File: config.mk
export PLATFORM = sky130hd
export DESIGN_NAME = pamux_port
export DESIGN_NICKNAME = d
export VERILOG_FILES = /design/src/rtl/pamux_pkg.sv /design/src/rtl/pamux_port.sv
export SDC_FILE = /design/constraint.sdc
export NUM_CORES = 1
export LEC_CHECK = 0
export ABC_AREA = 1
export BUFFER_PORTS_ARGS = -buffer_cell sky130_fd_sc_hd__buf_2
export CELL_PAD_IN_SITES_DETAIL_PLACEMENT = 1
export CELL_PAD_IN_SITES_GLOBAL_PLACEMENT = 2
export CORE_ASPECT_RATIO = 1.4
export CORE_UTILIZATION = 30
export DETAILED_ROUTE_END_ITERATION = 12
export PLACE_DENSITY_LB_ADDON = 0.1
export SYNTH_ARGS = -nofsm -noshare
export SYNTH_HDL_FRONTEND = slang
export SYNTH_SLANG_ARGS = --single-unit
File: constraint.sdc
create_clock -name ref_clk -period 2.16 [get_ports ref_clk]
set_input_delay 0.108 -clock ref_clk [delete_from_list [all_inputs] [get_ports ref_clk]]
set_output_delay 0.108 -clock ref_clk [all_outputs]
set_load 0.05 [all_outputs]
File: src/rtl/pamux_pkg.sv
`default_nettype none
package pamux_pkg;

  // ==========================================================
  // Register byte offsets (one aligned 32-bit word each)
  // ==========================================================
  localparam logic [7:0] PAMUX_PORT_LATCH_OFS = 8'h00;
  localparam logic [7:0] PAMUX_DIRECTION_OFS = 8'h04;
  localparam logic [7:0] PAMUX_PORT_MODE_OFS = 8'h08;
  localparam logic [7:0] PAMUX_FUNC_SEL_OFS = 8'h0C;
  localparam logic [7:0] PAMUX_FUNC_EXT_OFS = 8'h10;
  localparam logic [7:0] PAMUX_RISE_SEL_OFS = 8'h14;
  localparam logic [7:0] PAMUX_FALL_SEL_OFS = 8'h18;
  localparam logic [7:0] PAMUX_PIN_READ_OFS = 8'h1C;
  localparam logic [7:0] PAMUX_IN_PORT_OFS = 8'h20;
  localparam logic [7:0] PAMUX_INT_STATUS_OFS = 8'h24;
  localparam logic [7:0] PAMUX_INT_MASK_OFS = 8'h28;

  // ==========================================================
  // Pin positions within the three-pin group
  // ==========================================================
  localparam int PAMUX_NPINS = 3;
  localparam int PAMUX_PIN_SOUT = 0;
  localparam int PAMUX_PIN_SCK = 1;
  localparam int PAMUX_PIN_SIN = 2;

  // ==========================================================
  // Reset values
  // ==========================================================
  localparam logic [2:0] PAMUX_LATCH_RST = 3'h0;
  localparam logic [2:0] PAMUX_DIR_RST = 3'h7;
  localparam logic [2:0] PAMUX_MODE_RST = 3'h0;
  localparam logic [2:0] PAMUX_FSEL_RST = 3'h0;
  localparam logic [2:0] PAMUX_FEXT_RST = 3'h0;
  localparam logic PAMUX_EDGE_RST = 1'b0;
  localparam logic PAMUX_STAT_RST = 1'b0;
  localparam logic PAMUX_MASK_RST = 1'b0;

  // Pin drive towards the pads
  typedef struct packed {
    logic [PAMUX_NPINS-1:0] out;
    logic [PAMUX_NPINS-1:0] oe;
  } pamux_pin_drv_s;

  // Signals from on-chip peripherals to the mux
  typedef struct packed {
    logic serial_out;
    logic uart_tx;
    logic serial_clk_out;
    logic serial_master;
    logic chip_select;
  } pamux_periph_out_s;

  // Signals from the mux to on-chip peripherals
  typedef struct packed {
    logic serial_clk_in;
    logic serial_in;
    logic uart_rx;
    logic ext_irq;
  } pamux_periph_in_s;

endpackage : pamux_pkg
`default_nettype wire

File: src/rtl/pamux_port.sv
// Functional notes
// - Analog-shared port is input only, 4/8 pins
// - Those pins feed converter channels, no pull-up
// - Serial clock pin drives only as master
// - Interrupt pin only feeds edge detector
`default_nettype none
module pamux_port #(
  parameter int IN_WIDTH = 8
) (
  // Clock and reset
  input wire logic ref_clk,
  input wire logic reset_n,
  // APB slave
  input wire logic psel,
  input wire logic penable,
  input wire logic pwrite,
  input wire logic [7:0] paddr,
  input wire logic [31:0] pwdata,
  output logic [31:0] prdata,
  output logic pready,
  output logic pslverr,
  // Three multiplexed pins
  input wire logic [pamux_pkg::PAMUX_NPINS-1:0] pin_in,
  output pamux_pkg::pamux_pin_drv_s pin_drv,
  // Input-only analog-shared port
  input wire logic [IN_WIDTH-1:0] input_only_port,
  output logic [IN_WIDTH-1:0] analog_input_channel,
  // Peripheral side
  input wire pamux_pkg::pamux_periph_out_s periph_out,
  output pamux_pkg::pamux_periph_in_s periph_in,
  // Interrupt
  output logic irq
);
  import pamux_pkg::*;

  // ==========================================================
  // Elaboration check
  // ==========================================================
  if (!(IN_WIDTH == 4 || IN_WIDTH == 8)) begin : g_bad_width
    $error("IN_WIDTH must be 4 or 8");
  end

  // ==========================================================
  // State
  // ==========================================================
  logic [2:0] port_latch;             // Output latch
  logic [2:0] pin_direction_bit;      // 1 = input, 0 = output
  logic [2:0] port_mode_select_reg;   // 1 = alternate function
  logic [2:0] function_select_reg;
  logic [2:0] function_select_ext_reg;
  logic rising_edge_select_reg;       // Edge enables of the interrupt pin
  logic falling_edge_select_reg;
  logic int_status;                   // Sticky edge event
  logic int_mask;                     // 1 = event reaches irq
  logic [2:0] pin_meta;               // First sync stage, read only by pin_sync
  logic [2:0] pin_sync;
  logic [IN_WIDTH-1:0] in_meta;
  logic [IN_WIDTH-1:0] in_sync;
  logic intp_prev;                    // Last sampled interrupt pin level

  logic [2:0] next_port_latch;
  logic [2:0] next_direction;
  logic [2:0] next_mode;
  logic [2:0] next_fsel;
  logic [2:0] next_fext;
  logic next_rise;
  logic next_fall;
  logic next_int_status;
  logic next_int_mask;
  logic [31:0] next_prdata;
  logic next_pready;
  logic next_pslverr;
  logic next_irq;
  pamux_pin_drv_s next_pin_drv;
  pamux_periph_in_s next_periph_in;
  logic [IN_WIDTH-1:0] next_analog;

  // Read value of one pin: latch when driving, level when sensing
  function automatic logic pin_read(input logic latch, input logic dir, input logic lvl);
    pin_read = dir ? lvl : latch;
  endfunction : pin_read

  // Pin selected as interrupt input: mode 1, ext 0, select 1
  logic intp_sel;
  logic edge_evt;
  assign intp_sel = port_mode_select_reg[PAMUX_PIN_SCK] &
                    !function_select_ext_reg[PAMUX_PIN_SCK] &
                    function_select_reg[PAMUX_PIN_SCK];
  // Edge detector only sees the pin while it is an interrupt input;
  // software is expected to clear the edge enables across mode changes
  assign edge_evt = intp_sel &
                    ((rising_edge_select_reg & pin_sync[PAMUX_PIN_SCK] & !intp_prev) |
                     (falling_edge_select_reg & !pin_sync[PAMUX_PIN_SCK] & intp_prev));

  // ==========================================================
  // Register file and APB: next values
  // ==========================================================
  // Zero-wait slave: pready is raised for the access phase
  always_comb begin
    logic wr;
    logic [2:0] rd_pins;
    wr = psel & penable & pready & pwrite;
    rd_pins = 3'h0;
    next_port_latch = port_latch;
    next_direction = pin_direction_bit;
    next_mode = port_mode_select_reg;
    next_fsel = function_select_reg;
    next_fext = function_select_ext_reg;
    next_rise = rising_edge_select_reg;
    next_fall = falling_edge_select_reg;
    next_int_mask = int_mask;
    next_int_status = int_status;
    next_pready = psel & !penable;
    next_pslverr = 1'b0;
    next_prdata = 32'h0000_0000;
    for (int i = 0; i < PAMUX_NPINS; i++) begin
      rd_pins[i] = pin_read(port_latch[i], pin_direction_bit[i], pin_sync[i]);
    end
    // Setup phase: decode address and prepare the answer
    if (psel & !penable) begin
      unique case (paddr)
        PAMUX_PORT_LATCH_OFS: next_prdata[2:0] = port_latch;
        PAMUX_DIRECTION_OFS: next_prdata[2:0] = pin_direction_bit;
        PAMUX_PORT_MODE_OFS: next_prdata[2:0] = port_mode_select_reg;
        PAMUX_FUNC_SEL_OFS: next_prdata[2:0] = function_select_reg;
        PAMUX_FUNC_EXT_OFS: next_prdata[2:0] = function_select_ext_reg;
        PAMUX_RISE_SEL_OFS: next_prdata[0] = rising_edge_select_reg;
        PAMUX_FALL_SEL_OFS: next_prdata[0] = falling_edge_select_reg;
        PAMUX_PIN_READ_OFS: next_prdata[2:0] = rd_pins;
        PAMUX_IN_PORT_OFS: next_prdata[IN_WIDTH-1:0] = in_sync;
        PAMUX_INT_STATUS_OFS: next_prdata[0] = int_status;
        PAMUX_INT_MASK_OFS: next_prdata[0] = int_mask;
        default: next_pslverr = 1'b1;
      endcase
    end
    // Access phase: writes land at the pready edge
    if (wr) begin
      unique case (paddr)
        PAMUX_PORT_LATCH_OFS: next_port_latch = pwdata[2:0];
        PAMUX_DIRECTION_OFS: next_direction = pwdata[2:0];
        PAMUX_PORT_MODE_OFS: next_mode = pwdata[2:0];
        PAMUX_FUNC_SEL_OFS: next_fsel = pwdata[2:0];
        PAMUX_FUNC_EXT_OFS: next_fext = pwdata[2:0];
        PAMUX_RISE_SEL_OFS: next_rise = pwdata[0];
        PAMUX_FALL_SEL_OFS: next_fall = pwdata[0];
        PAMUX_INT_STATUS_OFS: next_int_status = int_status & !pwdata[0];
        PAMUX_INT_MASK_OFS: next_int_mask = pwdata[0];
        // Input port and pin read are read-only; no pull-up register exists
        default: next_int_mask = int_mask;
      endcase
    end
    // A new edge wins over a clear in the same cycle
    if (edge_evt) begin
      next_int_status = 1'b1;
    end
    next_irq = next_int_status & next_int_mask;
  end

  // ==========================================================
  // Register file and APB: registers
  // ==========================================================
  always_ff @(posedge ref_clk or negedge reset_n) begin
    if (!reset_n) begin
      port_latch <= PAMUX_LATCH_RST;
      pin_direction_bit <= PAMUX_DIR_RST;
      port_mode_select_reg <= PAMUX_MODE_RST;
      function_select_reg <= PAMUX_FSEL_RST;
      function_select_ext_reg <= PAMUX_FEXT_RST;
      rising_edge_select_reg <= PAMUX_EDGE_RST;
      falling_edge_select_reg <= PAMUX_EDGE_RST;
      int_status <= PAMUX_STAT_RST;
      int_mask <= PAMUX_MASK_RST;
      prdata <= 32'h0000_0000;
      pready <= 1'b0;
      pslverr <= 1'b0;
      irq <= 1'b0;
    end else begin
      port_latch <= next_port_latch;
      pin_direction_bit <= next_direction;
      port_mode_select_reg <= next_mode;
      function_select_reg <= next_fsel;
      function_select_ext_reg <= next_fext;
      rising_edge_select_reg <= next_rise;
      falling_edge_select_reg <= next_fall;
      int_status <= next_int_status;
      int_mask <= next_int_mask;
      prdata <= next_prdata;
      pready <= next_pready;
      pslverr <= next_pslverr;
      irq <= next_irq;
    end
  end

  // ==========================================================
  // Pin multiplexer: next values
  // ==========================================================
  // Mode gates every alternate path, so a half-written select only
  // matters while mode is already 1; software writes selects first
  always_comb begin
    logic [2:0] m;
    logic [2:0] f;
    logic [2:0] e;
    m = port_mode_select_reg;
    f = function_select_reg;
    e = function_select_ext_reg;
    // Plain port by default: latch driven when direction is output
    next_pin_drv.out = port_latch;
    next_pin_drv.oe = ~pin_direction_bit;
    // Serial out / uart transmit pin
    if (m[PAMUX_PIN_SOUT]) begin
      next_pin_drv.out[PAMUX_PIN_SOUT] = f[PAMUX_PIN_SOUT] ? periph_out.uart_tx
                                                           : periph_out.serial_out;
    end
    // Serial clock / interrupt / chip select pin
    if (m[PAMUX_PIN_SCK]) begin
      unique case ({e[PAMUX_PIN_SCK], f[PAMUX_PIN_SCK]})
        2'b00: begin
          next_pin_drv.out[PAMUX_PIN_SCK] = periph_out.serial_clk_out;
          next_pin_drv.oe[PAMUX_PIN_SCK] = periph_out.serial_master;
        end
        2'b01: begin
          next_pin_drv.oe[PAMUX_PIN_SCK] = 1'b0;
        end
        2'b10: begin
          next_pin_drv.out[PAMUX_PIN_SCK] = periph_out.chip_select;
        end
        default: begin
          next_pin_drv.oe[PAMUX_PIN_SCK] = 1'b0;
        end
      endcase
    end
    // Serial in / uart receive pin is input only in alternate mode
    if (m[PAMUX_PIN_SIN]) begin
      next_pin_drv.oe[PAMUX_PIN_SIN] = 1'b0;
    end
    // Inputs reach a peripheral only when its function is selected
    next_periph_in.serial_clk_in = m[PAMUX_PIN_SCK] & !e[PAMUX_PIN_SCK] &
                                   !f[PAMUX_PIN_SCK] & pin_sync[PAMUX_PIN_SCK];
    next_periph_in.serial_in = m[PAMUX_PIN_SIN] & !f[PAMUX_PIN_SIN] & pin_sync[PAMUX_PIN_SIN];
    next_periph_in.uart_rx = m[PAMUX_PIN_SIN] & f[PAMUX_PIN_SIN] & pin_sync[PAMUX_PIN_SIN];
    next_periph_in.ext_irq = edge_evt;
    // Analog-shared port never drives; levels pass on to the converter
    next_analog = in_sync;
  end

  // ==========================================================
  // Pin multiplexer: registers and synchronisers
  // ==========================================================
  always_ff @(posedge ref_clk or negedge reset_n) begin
    if (!reset_n) begin
      pin_meta <= 3'h0;
      pin_sync <= 3'h0;
      in_meta <= '0;
      in_sync <= '0;
      intp_prev <= 1'b0;
      pin_drv <= '0;
      periph_in <= '0;
      analog_input_channel <= '0;
    end else begin
      pin_meta <= pin_in;
      pin_sync <= pin_meta;
      in_meta <= input_only_port;
      in_sync <= in_meta;
      intp_prev <= pin_sync[PAMUX_PIN_SCK];
      pin_drv <= next_pin_drv;
      periph_in <= next_periph_in;
      analog_input_channel <= next_analog;
    end
  end

endmodule : pamux_port
`default_nettype wire

Word-level counts from Yosys, hierarchy flattened
Cells that the tools add are included.

Logic and storage cells: 95. Bits in registers: 71. Input port bits: 61.

Multiplexer cells: 21. Reductions and logical operators: 17. Equal/unequal tests: 11. Bitwise gates (word level): 21.

Operators by type and width (number): equality test 8 x 5 -> 1 bit, second input constant (4); equality test 8 x 6 -> 1 bit, second input constant (3); bitwise AND 1 bit (19); equality test 8 x 4 -> 1 bit, second input constant (2); two-way mux 1 bit (15); case mux 2 bit (7 select lines) (1); AND reduction 2 bit (7); case mux 1 bit (11 select lines) (1); OR reduction 11 bit (1); equality test 8 x 3 -> 1 bit, second input constant (1); logical NOT 8 bit (1); two-way mux 8 bit (1); logical NOT 1 bit (7); two-way mux 5 bit (1); case mux 1 bit (2 select lines) (2); NOT 3 bit (1); equality test 2 bit, second input constant (1); logical NOT 2 bit (1); bitwise OR 1 bit (1).

Longest topological paths before layout
Depth after elaboration: 7. Gate-level depth with buffers: 9. Depth with buffers taken out: 9.

Least setup slack after synthesis
OpenSTA, ideal clock, no wires.

Kind: reg-to-reg. From: register pready. To: register irq. Path slack: 756 ps. Data required time: 2047 ps. Arrival: 1291 ps. Period minus slack after synthesis: 1404 ps. Buffers on the path: 0. Cell stages (with the launch flop): 8. Path through: dfrtp_1 -> nand2_1 -> nor2_4 -> nand4_1 -> nand2_1 -> o21ai_0 -> nand2_1 -> inv_1.

Cells in the longest elaborated chain, start to end: 5.

RTL lines: start: declaration (line pamux_port.sv:20) `output logic pready,`; start signal: assignment (line pamux_port.sv:188) `pready <= next_pready;`; bitwise AND 1 bit (2 in a row) (line pamux_port.sv:102) `wr = psel & penable & pready & pwrite;`; two-way mux 1 bit (line pamux_port.sv:137) `if (wr) begin`; two-way mux 1 bit (line pamux_port.sv:153) `if (edge_evt) begin`; named net next_int_status (line pamux_port.sv:68) `logic next_int_status;`; bitwise AND 1 bit (line pamux_port.sv:156) `next_irq = next_int_status & next_int_mask;`; named net next_irq (line pamux_port.sv:73) `logic next_irq;`; end signal: assignment (line pamux_port.sv:190) `irq <= next_irq;`; end: declaration (line pamux_port.sv:32) `output logic irq`.

The timed path passes the listed nets, and every way through them passes these cells. A chain may end at the register's enable or synchronous reset.

Final worst setup path
From: register pin_sync[1]. To: register irq.

Cells in the longest elaborated chain, start to end: 7.

RTL lines: start: declaration (line pamux_port.sv:56) `logic [2:0] pin_sync;`; start signal: assignment (line pamux_port.sv:261) `pin_sync <= pin_meta;`; logical NOT 1 bit (line pamux_port.sv:93) `(falling_edge_select_reg & !pin_sync[PAMUX_PIN_SCK] & intp_prev));`; bitwise AND 1 bit (2 in a row) (line pamux_port.sv:93); bitwise OR 1 bit (*) (line pamux_port.sv:92) `((rising_edge_select_reg & pin_sync[PAMUX_PIN_SCK] & !intp_prev) |`; bitwise AND 1 bit (*) (line pamux_port.sv:91) `assign edge_evt = intp_sel &`; two-way mux 1 bit (*) (line pamux_port.sv:153); named net next_int_status (line pamux_port.sv:68); bitwise AND 1 bit (*) (line pamux_port.sv:156); named net next_irq (line pamux_port.sv:73).

The timed path passes the listed nets; every way through them passes the cells marked *.

==> flow_summary.yaml <==
sta:
  rsz0062_at_grt: "false"
  tightest_slew_ns: 0.695
  clock_skew_ns: 0.00357
  setup-violations-final: 0
  hold_viol: 0
  min_period_ns: 1.32
  finalCritPeriodShare_pct: 60.9
  slew_violations: 0
  final.setup.tns_ns: 0
  fmax_mhz: 760
  maxSlewHeadroom_pct: 53.7
setup_path:
  cp_max_fo: 5
  reg2reg_depth: 5
  crit_type: "register to register"
  r2r_end: "irq"
  crit_required_ns: 2.44
  cp-start-kind: "register"
  r2r-start: "pin_sync[1]"
  r2r_slack_ns: 0.84
  cp_data_arrival_time_ns: 1.60
  endpoint_kind: "register"
grt:
  grt_pass1_vias: 2177
  grt_max_degree: 43
  grt.total_usage_pct: 14.9
  grt_pass1_wl_um: 11200
  grt_antenna_before_repair: 0
  grt_overflow: 0
clock_network:
  cts_buffers: 9
  ctsResizeCount: 0
  cts_buffer_depth: 2
  cts_root_buf: "clkbuf_16"
  cts_setup_buffers: 0
  cts_tree: "done"
  clk_pin_slew_ns: 0.06
  clock_sinks: 71
  cts_max_level: 3
  worstSkewPairLatency_ns: 0.34
drt:
  drt_first_iter_violations: 60
  viasPerCell: 4.36
  route.detailed.drc: 0
  vias: 2136
  firstDrtPassIters: 6
  drt_wl_total_um: 6620
  ant_nets: 0
  wl_per_cell_um: 13.5
place:
  place_congestion: 0.702
  io_buffers: 60
  dp_hpwl_um: 5000
yosys:
  yosys-top-cells-area: "dfrtp_1, nand2_1, buf_4"
  synth_cell_types: 26
  yosysTopAreaCell: "dfrtp_1"
  ys_warn_count: 0
  syn_area_mm2: 0.00290
  ys_seq_area_share_pct: 61.5
  synth_area_per_cell_um2: 9.92
  yosys.area.top_type_share_pct: 58.8
  synth_seq_cells: 71
  ys_async_sr_fraction_pct: 100
  synth_edf_count: 0
  synth_top_cells_by_count: "dfrtp_1, nand2_1, nor2_1"
  netlist_instances: 292
  synth-main-ff-cell: "dfrtp_1"
  yosysMostFrequentCell: "dfrtp_1"
min_path:
  min_path_type: "input port to register"
  holdPathEnd: "pin_drv[3]"
  min_path_cells: 3
  worst_hold_startpoint: "periph_out[4]"
floorplanning:
  die_h_um: 118
  core_mm2: 0.00941
  chipWidth_um: 85.0
  row_count: 42
  io_pins: 114
  initial_core_util_pct: 30.8
  die-area_mm2: 0.0101
layout:
  nets: 436
  antenna_cells_inserted: 0
  area_delta_synth_final_pct: 26.7
  drive_gt1_share_pct: 27.4
power_and_ir_drop:
  powerDensity_mw_per_mm2: 835
  p_switching_uw: 836
  clockPowerShare_pct: 45.9
  power_frac_seq_pct: 45.0
  report.power.total_uw: 3060
  p_leak_uw: 0.00185
  internal_power_uw: 2230
  vdd_drop_max_mv: 0.425
  switching_share_pct: 27.3
  comb_power_share_pct: 9.1
outcome:
  status: "finished, final reports clean"
flow_run:
  drv_cap: 0
==> layout make-up <==
| type | count | area (um2) |
|---|---|---|
| clock buffers | 9 | 225 |
| fillers | 1094 | 5740 |
| flip-flops and latches | 71 | 1780 |
| repair buffers | 73 | 440 |
| multi-input cells | 191 | 910 |
| clock inverters | 7 | 62.6 |
| inverters | 29 | 111 |
| well taps | 110 | 138 |
==> kinds of logic after synthesis <==
group	share of synthesized area (%)
simple gates	22.0
flops	61.5
buf+inv	10.1
compound gates	6.31
other cells	0.130
==> metrics by stage <==
step | utilization (%) | hold slack (ns) | std cells | setup slack [ns] | instance area [um2]
after floorplan | - | -0.188 | 315 | 0.756 | 2980
after global placement | 34.7 | 0.203 | 462 | 0.842 | 3260
after detailed placement | 34.7 | 0.197 | 462 | 0.840 | 3260
after CTS | 39.0 | 0.0176 | 490 | 0.816 | 3670
after global routing | 39.0 | 0.0448 | 490 | 0.701 | 3670
final | 39.0 | 0.0325 | 490 | 0.844 | 3670
==> worst max-delay path by stage <==
stage / from / depth (start not counted) / slack, ns / to
floorplan: pready / 7 / 0.76 / irq
global placement: pin_sync[1] / 5 / 0.84 / irq
detailed placement: pin_sync[1] / 5 / 0.84 / irq
CTS: pin_sync[1] / 5 / 0.82 / irq
global route: pin_sync[1] / 5 / 0.70 / irq
finish: pin_sync[1] / 5 / 0.84 / irq
==> per-layer routing <==
| metal | vias to the layer above | part of all wire [%] | GRT usage [%] |
|---|---|---|---|
| met2 | 58 | 51 | 25.0 |
| met4 | 0 | 2.1 | 6.99 |
| met5 | - | 0 | 0 |
| met3 | 13 | 5.2 | 4.47 |
| li1 | 1043 | - | - |
| met1 | 1022 | 42 | 17.3 |
==> critical path, cell delays in order (launching register included) <==
cell and delay (ns):
dfrtp_1 0.43, o21ai_0 0.23, nand3_1 0.15, o21ai_0 0.30, nand2_1 0.09, inv_1 0.06
==> layout by cell type, fill, tap and decap left out, types with 2 or more instances in the layout <==
master and n:
nand2_4 2, nor2_4 6, dlygate4sd3_1 12, nand3_1 18
o21ai_0 21, a21oi_1 4, buf_2 60, inv_2 2
clkbuf_16 9, dfrtp_1 68, nor2_1 28, nand2_1 63
inv_6 4, inv_1 26, o21ai_1 4, conb_1 24
o22ai_1 2, nand2_2 6, dfstp_2 3, nor3_1 2
nor2_2 4
==> power by group through the flow <==
stage	Sequential, uW	Combinational (uW)	Clock (uW)
global route	1380	301	1510
CTS	1380	283	1450
floorplan	1440	170	0
finish	1380	278	1410
global placement	1400	263	0
detailed placement	1400	265	0
==> repair_timing <==
| item | 4_1_cts | 5_1_grt |
|---|---|---|
| hold buffers | 12 | 0 |
| hold endpoints to repair | 37 | 0 |
| endpoints found under the setup margin | 0 | 0 |
No activity file was read; power rests on OpenSTA's default activity.
